## config.mk

```make
export PLATFORM = sky130hd
export DESIGN_NAME = ncofw_regs
export DESIGN_NICKNAME = d
export VERILOG_FILES = /design/src/ncofw_pkg.sv /design/src/ncofw_word_reg.sv /design/src/ncofw_regs.sv
export SDC_FILE = /design/constraint.sdc
export NUM_CORES = 1
export LEC_CHECK = 0
export BUFFER_PORTS_ARGS = -buffer_cell sky130_fd_sc_hd__buf_4
export CORE_MARGIN = 4
export CORE_UTILIZATION = 58
export CTS_CLUSTER_DIAMETER = 40
export DETAILED_ROUTE_END_ITERATION = 7
export PLACE_DENSITY_LB_ADDON = 0.08
export SLEW_MARGIN = 20
export SYNTH_ARGS = -nofsm -noshare
export SYNTH_HDL_FRONTEND = slang
export SYNTH_HIERARCHICAL = 1
export SYNTH_SLANG_ARGS = --single-unit
```

## constraint.sdc

```tcl
create_clock -name sys_clk_i -period 2.34 [get_ports sys_clk_i]
set_input_delay 0.351 -clock sys_clk_i [delete_from_list [all_inputs] [get_ports sys_clk_i]]
set_output_delay 0.351 -clock sys_clk_i [all_outputs]
set_load 0.02 [all_outputs]
```

## src/ncofw_pkg.sv

```systemverilog
package ncofw_pkg;
    localparam int ADDR_W = 12;
    localparam int WORD_W = 16;
    localparam int BYTE_W = 8;
    localparam int NUM_BAND1_OSC = 3;
    localparam logic [11:0] DUAL_BAND_ADDR = 12'h002;
    localparam logic [11:0] OSC1_FREQ_LOW_ADDR = 12'h007;
    localparam logic [11:0] OSC1_FREQ_HIGH_ADDR = 12'h008;
    localparam logic [11:0] OSC2_FREQ_LOW_ADDR = 12'h009;
    localparam logic [11:0] OSC2_FREQ_HIGH_ADDR = 12'h00a;
    localparam logic [11:0] OSC3_FREQ_LOW_ADDR = 12'h00b;
    localparam logic [11:0] OSC3_FREQ_HIGH_ADDR = 12'h00c;
    localparam logic [11:0] BAND2_OSC_FREQ_LOW_ADDR = 12'h00d;
    localparam logic [11:0] BAND2_OSC_FREQ_HIGH_ADDR = 12'h00e;
    localparam logic [11:0] OSC_SELECT_SOURCE_ADDR = 12'h00f;
    localparam logic [11:0] OSC_SELECT_FIELD_ADDR = 12'h010;
    localparam int DUAL_BAND_EN_BIT = 0;
    localparam int SEL_BY_PINS_BIT = 0;
    localparam int SEL_FIELD_LSB = 0;
    localparam int SEL_FIELD_W = 2;
    localparam logic [7:0] BYTE_RESET = 8'h00;
    localparam logic [15:0] WORD_RESET = 16'h0000;
    localparam logic [1:0] SEL_RESET = 2'h0;
    typedef enum logic [1:0] {
        NCOFW_SEL_OSC1 = 2'b00,
        NCOFW_SEL_OSC2 = 2'b01,
        NCOFW_SEL_OSC3 = 2'b10,
        NCOFW_SEL_NONE = 2'b11
    } ncofw_sel_e;
endpackage

```

## src/ncofw_word_reg.sv

```systemverilog
`timescale 1ns/1ps
`default_nettype none
module ncofw_word_reg #(
    parameter logic [11:0] LOW_ADDR = 12'h000,
    parameter int WORD_W = 16
) (
    input wire logic sys_clk_i,
    input wire logic rst_n_i,
    input wire logic wr_i,
    input wire logic [11:0] addr_i,
    input wire logic [7:0] wdata_i,
    output logic [WORD_W-1:0] word_o,
    output logic hit_o,
    output logic [7:0] rdata_o
);
    localparam logic [11:0] HIGH_ADDR = LOW_ADDR + 12'h001;

    logic [WORD_W-1:0] word_reg;

    // low byte at the lower address, high byte at the next
    always_ff @(posedge sys_clk_i or negedge rst_n_i) begin
        if (!rst_n_i) begin
            word_reg <= ncofw_pkg::WORD_RESET;
        end else if (wr_i && addr_i == LOW_ADDR) begin
            word_reg[7:0] <= wdata_i;
        end else if (wr_i && addr_i == HIGH_ADDR) begin
            word_reg[15:8] <= wdata_i;
        end
    end

    always_comb begin
        hit_o = (addr_i == LOW_ADDR) || (addr_i == HIGH_ADDR);
        if (addr_i == HIGH_ADDR) begin
            rdata_o = word_reg[15:8];
        end else if (addr_i == LOW_ADDR) begin
            rdata_o = word_reg[7:0];
        end else begin
            rdata_o = ncofw_pkg::BYTE_RESET;
        end
    end

    assign word_o = word_reg;
endmodule
`default_nettype wire

```

## src/ncofw_regs.sv

```systemverilog
`timescale 1ns/1ps
`default_nettype none
module ncofw_regs #(
    parameter int WORD_W = 16
) (
    input wire logic sys_clk_i,
    input wire logic rst_n_i,
    input wire logic wr_i,
    input wire logic rd_i,
    input wire logic [11:0] addr_i,
    input wire logic [7:0] wdata_i,
    input wire logic [1:0] osc_sel_pins_i,
    output logic [7:0] rdata_o,
    output logic rvalid_o,
    output logic [WORD_W-1:0] band1_freq_word_o,
    output logic [1:0] band1_osc_active_o,
    output logic [WORD_W-1:0] band2_freq_word_o,
    output logic dual_band_o
);
    logic [WORD_W-1:0] word_w [0:3];
    logic [7:0] byte_w [0:3];
    logic [3:0] hit_w;
    logic dual_band_reg;
    logic dual_band_next;
    logic [WORD_W-1:0] band1_word_next;
    logic osc_select_by_pins_reg;
    logic [1:0] osc_select_field_reg;
    logic [1:0] active_reg;
    logic [1:0] active_next;
    logic [WORD_W-1:0] band1_word_reg;
    logic [WORD_W-1:0] band2_word_reg;
    logic [7:0] rdata_reg;
    logic [7:0] rdata_next;
    logic rvalid_reg;

    localparam logic [11:0] LOW_ADDRS [0:3] = '{
        ncofw_pkg::OSC1_FREQ_LOW_ADDR,
        ncofw_pkg::OSC2_FREQ_LOW_ADDR,
        ncofw_pkg::OSC3_FREQ_LOW_ADDR,
        ncofw_pkg::BAND2_OSC_FREQ_LOW_ADDR
    };

    // words 0..2 are band 1, word 3 is band 2
    for (genvar g = 0; g < 4; g++) begin : g_word
        ncofw_word_reg #(
            .LOW_ADDR(LOW_ADDRS[g]),
            .WORD_W(WORD_W)
        ) u_word (
            .sys_clk_i(sys_clk_i),
            .rst_n_i(rst_n_i),
            .wr_i(wr_i),
            .addr_i(addr_i),
            .wdata_i(wdata_i),
            .word_o(word_w[g]),
            .hit_o(hit_w[g]),
            .rdata_o(byte_w[g])
        );
    end

    // band 2 gating follows the bit on the same edge, so no stale word
    // leaks out in the cycle after dual-band is switched off
    always_comb begin
        dual_band_next = dual_band_reg;
        if (wr_i && addr_i == ncofw_pkg::DUAL_BAND_ADDR) begin
            dual_band_next = wdata_i[ncofw_pkg::DUAL_BAND_EN_BIT];
        end
    end

    // must-write-zero bits are dropped on write and read back as zero
    always_ff @(posedge sys_clk_i or negedge rst_n_i) begin
        if (!rst_n_i) begin
            dual_band_reg <= 1'b0;
        end else begin
            dual_band_reg <= dual_band_next;
        end
    end

    always_ff @(posedge sys_clk_i or negedge rst_n_i) begin
        if (!rst_n_i) begin
            osc_select_by_pins_reg <= 1'b0;
        end else if (wr_i && addr_i == ncofw_pkg::OSC_SELECT_SOURCE_ADDR) begin
            osc_select_by_pins_reg <= wdata_i[ncofw_pkg::SEL_BY_PINS_BIT];
        end
    end

    always_ff @(posedge sys_clk_i or negedge rst_n_i) begin
        if (!rst_n_i) begin
            osc_select_field_reg <= ncofw_pkg::SEL_RESET;
        end else if (wr_i && addr_i == ncofw_pkg::OSC_SELECT_FIELD_ADDR) begin
            osc_select_field_reg <= wdata_i[ncofw_pkg::SEL_FIELD_LSB +:
                                            ncofw_pkg::SEL_FIELD_W];
        end
    end

    // code 11 has no oscillator, so the last valid choice is kept
    always_comb begin
        logic [1:0] choice;
        choice = osc_sel_pins_i;
        if (!osc_select_by_pins_reg) begin
            choice = osc_select_field_reg;
        end
        case (choice)
            ncofw_pkg::NCOFW_SEL_OSC1: active_next = 2'h0;
            ncofw_pkg::NCOFW_SEL_OSC2: active_next = 2'h1;
            ncofw_pkg::NCOFW_SEL_OSC3: active_next = 2'h2;
            default: active_next = active_reg;
        endcase
    end

    always_ff @(posedge sys_clk_i or negedge rst_n_i) begin
        if (!rst_n_i) begin
            active_reg <= 2'h0;
        end else begin
            active_reg <= active_next;
        end
    end

    // explicit decode keeps the band 2 word out of the band 1 path
    always_comb begin
        case (active_next)
            2'h0: band1_word_next = word_w[0];
            2'h1: band1_word_next = word_w[1];
            2'h2: band1_word_next = word_w[2];
            default: band1_word_next = word_w[0];
        endcase
    end

    // word is used byte by byte, so a half-written word may show briefly
    // lsb weight is fs / 2**16 downstream; no scaling here
    always_ff @(posedge sys_clk_i or negedge rst_n_i) begin
        if (!rst_n_i) begin
            band1_word_reg <= ncofw_pkg::WORD_RESET;
        end else begin
            band1_word_reg <= band1_word_next;
        end
    end

    always_ff @(posedge sys_clk_i or negedge rst_n_i) begin
        if (!rst_n_i) begin
            band2_word_reg <= ncofw_pkg::WORD_RESET;
        end else if (dual_band_next) begin
            band2_word_reg <= word_w[3];
        end else begin
            band2_word_reg <= ncofw_pkg::WORD_RESET;
        end
    end

    always_comb begin
        rdata_next = ncofw_pkg::BYTE_RESET;
        for (int i = 0; i < 4; i++) begin
            if (hit_w[i]) begin
                rdata_next = byte_w[i];
            end
        end
        if (addr_i == ncofw_pkg::DUAL_BAND_ADDR) begin
            rdata_next = {7'h00, dual_band_reg};
        end
        if (addr_i == ncofw_pkg::OSC_SELECT_SOURCE_ADDR) begin
            rdata_next = {7'h00, osc_select_by_pins_reg};
        end
        if (addr_i == ncofw_pkg::OSC_SELECT_FIELD_ADDR) begin
            rdata_next = {6'h00, osc_select_field_reg};
        end
    end

    always_ff @(posedge sys_clk_i or negedge rst_n_i) begin
        if (!rst_n_i) begin
            rdata_reg <= ncofw_pkg::BYTE_RESET;
            rvalid_reg <= 1'b0;
        end else begin
            rvalid_reg <= rd_i;
            if (rd_i) begin
                rdata_reg <= rdata_next;
            end
        end
    end

    assign rdata_o = rdata_reg;
    assign rvalid_o = rvalid_reg;
    assign band1_freq_word_o = band1_word_reg;
    assign band1_osc_active_o = active_reg;
    assign band2_freq_word_o = band2_word_reg;
    assign dual_band_o = dual_band_reg;
endmodule
`default_nettype wire

```

-- After elaboration in Yosys (flattened, before gate mapping)
Cells that the tools add are included.
- register bits after elaboration: 111
- bits of input ports: 26
- output and inout bits: 44
- word-level logic and storage cells: 75
- equal/unequal tests: 15
- multiplexer cells: 20
- bitwise logic cells: 4
- reductions and logical operators: 20
- operator list (cell ; number):
    8-bit 2-to-1 mux ; 15
    12-bit by 4-bit == test with 1-bit output (second input constant) ; 8
    16-bit case mux with 2 select lines ; 1
    16-bit 2-to-1 mux ; 1
    12-bit by 2-bit == test with 1-bit output (second input constant) ; 1
    12-bit by 3-bit == test with 1-bit output (second input constant) ; 1
    12-bit by 5-bit == test with 1-bit output (second input constant) ; 1
    1-bit logical AND ; 11
    2-bit AND reduction ; 4
    2-bit case mux with 3 select lines ; 1
    2-bit by 1-bit == test with 1-bit output (second input constant) ; 2
    2-bit == test (second input constant) ; 2
    1-bit logical OR ; 4
    1-bit inverter ; 4
    2-bit logical NOT ; 1
    2-bit 2-to-1 mux ; 1
    1-bit 2-to-1 mux ; 1

-- Depth between registers and ports, before layout
Gate-level depths: netlist (run 1).
- depth after elaboration: 10
- mapped depth: 9
- gate-level depth less buffers: 7

-- Modules after synthesis
The synthesis (run 1) kept the hierarchy.
- modules (own cells, without submodules) (module ; instances ; cells an instance ; area an instance (µm²) ; seq. area each (µm²)):
    ncofw_regs ; 1 ; 225 ; 2347.3 ; 1176.1
    ncofw_word_reg (g_word[1].u_word) ; 1 ; 59 ; 802.0 ; 400.4
    ncofw_word_reg (g_word[2].u_word) ; 1 ; 59 ; 799.5 ; 400.4
    ncofw_word_reg (g_word[0].u_word) ; 1 ; 58 ; 797.0 ; 400.4
    ncofw_word_reg (g_word[3].u_word) ; 1 ; 59 ; 797.0 ; 400.4

-- Least setup slack after synthesis (run 1)
Ideal clock, no wire load.
- kind: input -> register
- from: in addr_i[9]
- to: reg rdata_reg[0] (netlist: rdata_o[0])
- setup time: 0.094 ns
- arrival time: 2.029 ns
- slack: 0.217 ns
- stages: 8
- path buffers: 1
- path through: nor4_4 -> nand2_1 -> nor2_1 -> clkbuf_1 -> a211oi_1 -> a211o_1 -> o2bb2ai_1 -> a211oi_1
- RTL lines (what ; RTL line ; text):
    start: declaration ; ncofw_regs.sv:10 ; input wire logic [11:0] addr_i,
    12-bit by 4-bit == test with 1-bit output ; ncofw_word_reg.sv:32 ; hit_o = (addr_i == LOW_ADDR) || (addr_i == HIGH_ADDR);
    1-bit logical OR (*) ; ncofw_word_reg.sv:32 ;
    via hit_w[3] ; ncofw_regs.sv:22 ; logic [3:0] hit_w;
    8-bit 2-to-1 mux (*) ; ncofw_regs.sv:151 ; if (hit_w[i]) begin
    8-bit 2-to-1 mux (*) ; ncofw_regs.sv:155 ; if (addr_i == ncofw_pkg::DUAL_BAND_ADDR) begin
    8-bit 2-to-1 mux (*) ; ncofw_regs.sv:158 ; if (addr_i == ncofw_pkg::OSC_SELECT_SOURCE_ADDR) begin
    8-bit 2-to-1 mux (*) ; ncofw_regs.sv:161 ; if (addr_i == ncofw_pkg::OSC_SELECT_FIELD_ADDR) begin
    end signal: assignment ; ncofw_regs.sv:168 ; rdata_reg <= ncofw_pkg::BYTE_RESET;
    end signal: assignment ; ncofw_regs.sv:173 ; rdata_reg <= rdata_next;
    end: declaration ; ncofw_regs.sv:32 ; logic [7:0] rdata_reg;
The timed path passes the listed nets; every way through them passes the cells marked *.
A chain may end at the register's enable or synchronous reset.

-- Worst setup path after layout (run 1)
- from: reg osc_select_field_reg[1]
- to: reg band1_word_reg[10] (netlist: band1_freq_word_o[10])
- word-level cells in the longest chain between the ends: 5
- ends and longest elaborated chain (what ; RTL line ; text):
    start: declaration ; ncofw_regs.sv:27 ; logic [1:0] osc_select_field_reg;
    start signal: assignment ; ncofw_regs.sv:88 ; osc_select_field_reg <= ncofw_pkg::SEL_RESET;
    start signal: assignment ; ncofw_regs.sv:90 ; osc_select_field_reg <= wdata_i[ncofw_pkg::SEL_FIELD_LSB +:
    2-bit 2-to-1 mux (*) ; ncofw_regs.sv:99 ; if (!osc_select_by_pins_reg) begin
    2-bit == test, or another cell as far along ; ncofw_regs.sv:102 ; case (choice)
    2-bit case mux with 3 select lines (*) ; ncofw_regs.sv:102 ;
    via active_next[0] ; ncofw_regs.sv:29 ; logic [1:0] active_next;
    2-bit == test or 2-bit by 1-bit == test with 1-bit output (tied branches) ; ncofw_regs.sv:120 ; case (active_next)
    16-bit case mux with 2 select lines (*) ; ncofw_regs.sv:120 ;
    via band1_word_next[10] ; ncofw_regs.sv:25 ; logic [WORD_W-1:0] band1_word_next;
    end signal: assignment ; ncofw_regs.sv:132 ; band1_word_reg <= ncofw_pkg::WORD_RESET;
    end signal: assignment ; ncofw_regs.sv:134 ; band1_word_reg <= band1_word_next;
    end: declaration ; ncofw_regs.sv:30 ; logic [WORD_W-1:0] band1_word_reg;
Marks and branches as above.

==> flow_metrics.tcl, run 1 <==
set metrics [dict create \
    yosys.area.top_type_share 0.501 \
    dieArea_sq_um 11200 \
    area_growth_syn_to_layout_pct 18.1 \
    cp_max_fo 16 \
    finalSetupTns_ps 0 \
    grt_max_degree 43 \
    avgRoutedWirePerCell_microns 19.7 \
    hold_violations 0 \
    via_count 4079 \
    required_ps 2590 \
    period_share 0.843 \
    gp_congestion 0.919 \
    synth_nets 488 \
    setup_viol 0 \
    synthTopCellsByCount "111 x dfrtp_1, 63 x mux2_2, 54 x a22oi_1" \
    met2WireLength_microns 6710 \
    dr.pass1.iters 5 \
    slew_violations 0 \
    grt_overflow_total 0 \
    io_pins 70 \
    drive_gt1_frac 0.381 \
    worst-setup-path-type "flip-flop to flip-flop" \
    status "finished clean" \
    synthesis.area_sq_um 5540 \
    yosysWarnings 6 \
    initialDrtViolationCount 255 \
    grt_pass1_vias 4107 \
    netlist_instances 460 \
    slew_headroom 0.661 \
    numCtsBuffers 9 \
    finish.net_count 578 \
    dpl_cell_area_sq_um 6350 \
    async_flop_share 1.00 \
    worst_pin_slew_ps 504 \
    dp.final_hpwl_microns 9740 \
    met1Wirelength_microns 5830 \
    rows 35 \
    met3WireLength_microns 717 \
    design_area_sq_um 6550 \
    largest_reg_flops 64 \
    avgViaCountPerCell 5.97 \
    post_cts_resized 0 \
    synth_edf_count 0 \
    clk_latency_ps 370 \
    track_usage 0.249 \
    yosysSeqAreaShare 0.501 \
    fp.coreArea_sq_um 9280 \
    wirelength_microns 13400 \
    antenna_found_initial 0 \
    p_leak_nw 2.96 \
    ant_nets 0 \
    grt_pass1_wl_microns 21900 \
    start_util 0.597 \
    top_layer "met4" \
    clock-sinks 111 \
    yosys.area.top_type "dfrtp_1" \
    hp-class "input pin to flip-flop" \
    finClkSkew_ps 13.3 \
    end_kind "flip-flop" \
    drc 0 \
    clockRootBuffer "clkbuf_8" \
    clk_pin_slew_worst_paths_ps 100 \
    die_height_microns 106 \
    clockBufferDepth 2 \
    max_freq_mhz 507 \
    ys_top_cells_by_area "dfrtp_1 50%, mux2_2 13%, a22oi_1 7.3%" \
    ys_ff_latch 111 \
    avgSynthCellArea_sq_um 12.0 \
    cts_tree "built" \
    yosysMostFrequentCell "dfrtp_1" \
    rsz0062_at_grt "false" \
    arrival_ps 2220 \
    critPathLaunchType "flip-flop" \
    cap_violations 0 \
    die_width_microns 106 \
    synth_ff_type "dfrtp_1" \
    htreeDepth 3 \
    p_per_area_nw_per_um2 505 \
    ys_types 48 \
    peakVddDrop_mv 0.336 \
    numPortBuffers 69 \
    diodes 0 \
    period_needed_ps 1970 \
]
==> repair_timing <==
item                      CTS  global route
hold endpoints to repair   33             0
hold buffers                1             0
setup buffers               0             0
==> power breakdown <==
part | leakage [nW] | internal (mW) | total [mW] | switching (mW)
Sequential | 1.54 | 1.93 | 1.93 | 0.00703
Combinational | 1.34 | 0.0802 | 0.244 | 0.164
Clock | 0.0888 | 0.493 | 1.12 | 0.631
Total | 2.96 | 2.50 | 3.30 | 0.802
==> critical path: stages (launching register included) <==
cell	delay (ps)
dfrtp_1	430
inv_1	60
o21ai_0	70
o21ai_0	420
inv_1	90
ha_1	190
buf_4	200
a22oi_1	260
o21ai_0	120
==> cell usage in the layout (no fill, tap or decap), types with 2 or more instances in the layout <==
master	n
o31ai_1	6
o211ai_1	2
dfrtp_1	111
nor2b_1	4
clkbuf_8	9
a22oi_1	54
buf_4	98
o21ai_0	21
nor4bb_1	3
nor3b_1	2
a21boi_2	9
nand4_4	8
nand4_1	3
mux2_1	4
ha_1	2
inv_1	15
nor2_1	42
a21oi_1	10
nand2_1	30
clkinvlp_4	2
mux2_2	63
nor4_4	9
a221o_1	6
a21boi_0	7
a211oi_1	3
and4b_1	4
==> cell type report <==
class | instances | area, sq um
sequential | 111 | 2780
clock buffer | 10 | 128
inverter | 15 | 56.3
timing repair buffer | 100 | 766
fill | 692 | 2740
clock inverter | 5 | 58.8
tap | 129 | 161
multi-input combinational | 313 | 2600
==> stage by stage <==
stage | hold slack [ps] | setup WS (ps) | cells | power (mW) | utilization
detailed placement | 342 | 59.9 | 667 | 2.22 | 0.684
finish | 122 | 368 | 683 | 3.30 | 0.705
floorplan | 55.4 | 217 | 460 | 2.04 | -
CTS | 116 | 387 | 683 | 3.32 | 0.705
global route | 105 | 250 | 683 | 3.43 | 0.705
global placement | 337 | 153 | 667 | 2.21 | 0.684
==> worst paths after layout <==
path                                                startpoint                                       to  slack (ps)  depth (start not counted)
setup / recovery           osc_select_field_reg[1]$_DFFE_PN0P_          band1_freq_word_o[10]$_DFF_PN0_         370                          8
hold / removal                                            rd_i                       rvalid_o$_DFF_PN0_         120                          1
setup reg to reg           osc_select_field_reg[1]$_DFFE_PN0P_          band1_freq_word_o[10]$_DFF_PN0_         370                          8
hold reg to reg                         rdata_o[5]$_DFFE_PN0P_                   rdata_o[5]$_DFFE_PN0P_         520                          2
max in group asynchronous                              rst_n_i  g_word[2].u_word/word_o[11]$_DFFE_PN0P_        1210                          3
min in group asynchronous                              rst_n_i          band2_freq_word_o[13]$_DFF_PN0_         480                          2
==> kinds of logic after synthesis <==
logic type / share of synthesized area
compound gates: 0.167
simple gates: 0.160
flops: 0.501
buf+inv: 0.0302
fa+ha+maj: 0.00451
mux: 0.136
==> metal layers <==
metal  vias up  GRT usage
met5         -          0
met4         0     0.0592
met3        16     0.0551
met2       128      0.418
met1      2029      0.331
li1       1906          -
Note: power is estimated with default switching activity, not from simulation.
==> run 2, diff against run 1 <==
--- a/config.mk
+++ b/config.mk
@@ -7,7 +7,7 @@
 export LEC_CHECK = 0
 export BUFFER_PORTS_ARGS = -buffer_cell sky130_fd_sc_hd__buf_4
 export CORE_MARGIN = 4
-export CORE_UTILIZATION = 58
+export CORE_UTILIZATION = 52
 export CTS_CLUSTER_DIAMETER = 40
 export DETAILED_ROUTE_END_ITERATION = 7
 export PLACE_DENSITY_LB_ADDON = 0.08
==> constraint.sdc (replaced) <==
create_clock -name sys_clk_i -period 1.8 [get_ports sys_clk_i]
set_input_delay 0.27 -clock sys_clk_i [delete_from_list [all_inputs] [get_ports sys_clk_i]]
set_output_delay 0.27 -clock sys_clk_i [all_outputs]
set_load 0.02 [all_outputs]
==> flow_metrics.tcl, run 2 (synthesized netlist as in run 1, its figures left out) <==
set metrics [dict create \
    antenna_found_initial 0 \
    cts_tree "built" \
    finalSetupTns_ps 0 \
    grt_max_degree 62 \
    end_kind "flip-flop" \
    worst_pin_slew_ps 448 \
    die_width_microns 111 \
    period_share 0.942 \
    area_growth_syn_to_layout_pct 26.5 \
    multi_input_area_sq_um 2630 \
    p_per_area_nw_per_um2 638 \
    dp.final_hpwl_microns 10600 \
    largest_reg_flops 64 \
    finish.net_count 616 \
    finalPower_mw 4.47 \
    rows 37 \
    avgViaCountPerCell 5.85 \
    hold_violations 0 \
    rsz0062_at_grt "false" \
    clockBufferDepth 2 \
    fin_cells 729 \
    dieArea_sq_um 12400 \
    die_height_microns 111 \
    clockRootBuffer "clkbuf_8" \
    peakVddDrop_mv 0.602 \
    htreeDepth 3 \
    arrival_ps 1950 \
    hp-class "input pin to flip-flop" \
    status "finished clean" \
    finish.utilization 0.676 \
    gp_congestion 0.930 \
    start_util 0.535 \
    numCtsBuffers 9 \
    ant_nets 0 \
    via_count 4265 \
    cap_violations 0 \
    grt_pass1_vias 4372 \
    critPathLaunchType "flip-flop" \
    clk_pin_slew_worst_paths_ps 110 \
    clock-sinks 111 \
    cp_max_fo 16 \
    final_cell_mix "127 x buf_4, 111 x dfrtp_1, 63 x mux2_2" \
    required_ps 2050 \
    dp_cells 711 \
    slew_headroom 0.701 \
    diodes 0 \
    n_fill_cell 803 \
    initialDrtViolationCount 361 \
    worst-setup-path-type "flip-flop to flip-flop" \
    max_freq_mhz 590 \
    slew_violations 0 \
    drc 0 \
    io_pins 70 \
    dr.pass1.iters 5 \
    numPortBuffers 69 \
    grt_overflow_total 0 \
    fp.coreArea_sq_um 10400 \
    layout_commonest_cell "buf_4" \
    drive_gt1_frac 0.435 \
    avgRoutedWirePerCell_microns 19.6 \
    finClkSkew_ps 12.7 \
    final-seq-area_sq_um 2780 \
    setup_viol 0 \
    period_needed_ps 1700 \
    clk_latency_ps 380 \
    wirelength_microns 14300 \
    grt_pass1_wl_microns 23400 \
    p_leak_nw 3.21 \
    track_usage 0.236 \
]
==> run 2: changes by cell type in the layout (fill, tap and decap cells not counted), moves of 3 or more <==
cell,delta
o21ai_0,-3
nand2_2,+3
o21ai_1,+3
nand2_1,-3
buf_4,+29
buf_12,+9
==> run 2: layout make-up <==
cell class | instances | share of cell area
inverters | 15 | 0.00803
clock inverters | 7 | 0.0125
multi-input cells | 313 | 0.375
clock buffers | 9 | 0.0177
well taps | 136 | 0.0243
repair buffers | 138 | 0.166
flip-flops and latches | 111 | 0.396
==> run 2: repair_timing <==
item / 4_1_cts / 5_1_grt
gates resized for setup: 0 / 5
hold buffers: 1 / 0
setup endpoints to repair: 0 / 15
endpoints found under the hold margin: 111 / 0
buffers inserted: 0 / 1
==> run 2: power by group <==
group | switching [mW] | internal (mW)
Clock | 0.916 | 0.670
Sequential | 0.0101 | 2.51
Combinational | 0.227 | 0.142
==> run 2: worst max-delay path, stage by stage, from the launching register on <==
cell and delay (ps):
dfrtp_1 430, o211ai_1 180, o21a_1 180, inv_1 60
ha_1 220, buf_12 160, a22oi_1 200, o21ai_0 130
==> run 2: final timing paths <==
check                      cells after the start                                      end                                    from  slack [ps]
max                                            7           band1_freq_word_o[1]$_DFF_PN0_         band1_osc_active_o[1]$_DFF_PN0_         100
min                                            1                       rvalid_o$_DFF_PN0_                                    rd_i          20
max reg2reg                                    7           band1_freq_word_o[1]$_DFF_PN0_         band1_osc_active_o[1]$_DFF_PN0_         100
min reg2reg                                    1   g_word[3].u_word/word_o[4]$_DFFE_PN0P_  g_word[3].u_word/word_o[4]$_DFFE_PN0P_         540
max in group asynchronous                      3   g_word[2].u_word/word_o[1]$_DFFE_PN0P_                                 rst_n_i        1010
min in group asynchronous                      2  g_word[3].u_word/word_o[13]$_DFFE_PN0P_                                 rst_n_i         250
==> run 2: stage by stage <==
step	hold WS (ps)	area, sq um	setup WS (ps)
after floorplan	-25.6	5580	-28.7
after global placement	103	6770	-143
after detailed placement	101	6770	-253
after CTS	9.36	6990	36.9
after global routing	13.4	7010	3.79
final	20.5	7010	104
==> run 2: metal layers <==
layer  vias up  wire length [microns]  GRT usage
met5         -                      0          0
met4         0                    319     0.0843
met3        27                    890     0.0475
met2       157                   6870      0.375
met1      2099                   6200      0.322
li1       1982                      -          -
==> run 3, diff against run 2 <==
--- a/config.mk
+++ b/config.mk
@@ -10,6 +10,7 @@
 export CORE_UTILIZATION = 52
 export CTS_CLUSTER_DIAMETER = 40
 export DETAILED_ROUTE_END_ITERATION = 7
+export HOLD_SLACK_MARGIN = 0.08
 export PLACE_DENSITY_LB_ADDON = 0.08
 export SLEW_MARGIN = 20
 export SYNTH_ARGS = -nofsm -noshare
==> flow_metrics.tcl, run 3 (synthesized netlist as in run 1, its figures left out) <==
set metrics [dict create \
    status "finished clean" \
    grt_pass1_vias 4378 \
    hp-class "input pin to flip-flop" \
    fin_ws_ps 126 \
    regToRegEndpoint "band1_freq_word_o[1]$_DFF_PN0_" \
    grt_max_degree 62 \
    critPathLaunchType "flip-flop" \
    peakVddDrop_mv 0.602 \
    grt_pass1_wl_microns 23500 \
    finClkSkew_ps 13.8 \
    layout_commonest_cell "buf_4" \
    final_cell_mix "127 x buf_4, 111 x dfrtp_1, 63 x mux2_2" \
    drc 0 \
    numCtsBuffers 9 \
    post-place-ws_ps -253 \
    drive_gt1_frac 0.434 \
    clk_latency_ps 390 \
    end_kind "flip-flop" \
    dp.final_hpwl_microns 10600 \
    startpoint "osc_select_by_pins_reg$_DFFE_PN0P_" \
    avgViaCountPerCell 5.80 \
    cap_violations 0 \
    crit_end "band1_freq_word_o[1]$_DFF_PN0_" \
    rsz0062_at_grt "false" \
    clock-sinks 111 \
    cts_tree "built" \
    wirelength_microns 14200 \
    required_ps 2050 \
    r2r-start "osc_select_by_pins_reg$_DFFE_PN0P_" \
    io_pins 70 \
    max_freq_mhz 598 \
    clockRootBuffer "clkbuf_8" \
    arrival_ps 1930 \
    worst-setup-path-type "flip-flop to flip-flop" \
    rows 37 \
    finalSetupTns_ps 0 \
    period_needed_ps 1670 \
    clockBufferDepth 2 \
    p_leak_nw 3.21 \
    setup_viol 0 \
    finalPower_mw 4.48 \
    start_util 0.535 \
    multi_input_area_sq_um 2630 \
    dieArea_sq_um 12400 \
    dr.pass1.iters 4 \
    ant_nets 0 \
    track_usage 0.236 \
    die_width_microns 111 \
    die_height_microns 111 \
    worstHoldPathCells 2 \
    ff2ff_setup_slack_ps 130 \
    period_share 0.930 \
    hold_ws_ps 181 \
    avgRoutedWirePerCell_microns 19.5 \
    slew_violations 0 \
    worst_pin_slew_ps 460 \
    via_count 4233 \
    slew_headroom 0.693 \
    antenna_found_initial 0 \
    clk_pin_slew_worst_paths_ps 120 \
    largest_reg_flops 64 \
    area_growth_syn_to_layout_pct 26.7 \
    diodes 0 \
    htreeDepth 3 \
    gp_congestion 0.930 \
    hold_violations 0 \
    numPortBuffers 69 \
    fp.coreArea_sq_um 10400 \
    p_per_area_nw_per_um2 637 \
    initialDrtViolationCount 348 \
    cp_max_fo 16 \
    final-seq-area_sq_um 2780 \
    n_fill_cell 803 \
    reg2reg_depth 7 \
    finish.net_count 617 \
    grt_overflow_total 0 \
]
## run 3: timing repair
item	in CTS	in global routing
hold buffers	2	0
setup endpoints to repair	0	15
resized for setup	0	5
endpoints found under the hold margin	112	0
setup buffers	0	1
## run 3: how the worst min path moves through the flow
stage,start,end
2_1_floorplan,rst_n_i,async pin
3_3_place_gp,rst_n_i,g_word[3].u_word/word_o[5]$_DFFE_PN0P_
3_5_place_dp,rst_n_i,g_word[3].u_word/word_o[5]$_DFFE_PN0P_
4_1_cts,wdata_i[4],g_word[3].u_word/word_o[4]$_DFFE_PN0P_
5_1_grt,wdata_i[4],g_word[1].u_word/word_o[12]$_DFFE_PN0P_
6_report,wdata_i[4],g_word[3].u_word/word_o[4]$_DFFE_PN0P_
## run 3: cell type report
type / instances / area share
flip-flops and latches: 111 / 0.396
multi-input cells: 313 / 0.375
repair buffers: 139 / 0.167
well taps: 136 / 0.0242
clock buffers: 9 / 0.0176
clock inverters: 7 / 0.0125
inverters: 15 / 0.00802
## run 3: metrics by stage
stage           util  cell area [sq um]  instances
3_3_place_gp   0.653               6770        711
5_1_grt        0.677               7020        730
2_1_floorplan      -               5580        460
4_1_cts        0.675               7000        729
6_report       0.677               7020        730
3_5_place_dp   0.653               6770        711
## run 3: per-layer routing
layer  GRT usage  up-vias  part of all wire
met4      0.0843        0             0.020
met3      0.0475       24             0.056
met2       0.375      139              0.48
li1            -     1979                 -
met5           0        -                 0
met1       0.322     2091              0.45
## run 3: worst max-delay path, stage by stage (launching register included)
cell      delay [ps]
dfrtp_1          470
o211ai_1         120
o21a_1           180
inv_1             60
ha_1             220
buf_12           160
a22oi_1          190
o21ai_0          130
## run 3: report_power, final
| part | internal (mW) | total [mW] | switching, mW |
|---|---|---|---|
| sequential | 2.51 | 2.52 | 0.00986 |
| clock | 0.670 | 1.59 | 0.920 |
| combinational | 0.143 | 0.369 | 0.226 |
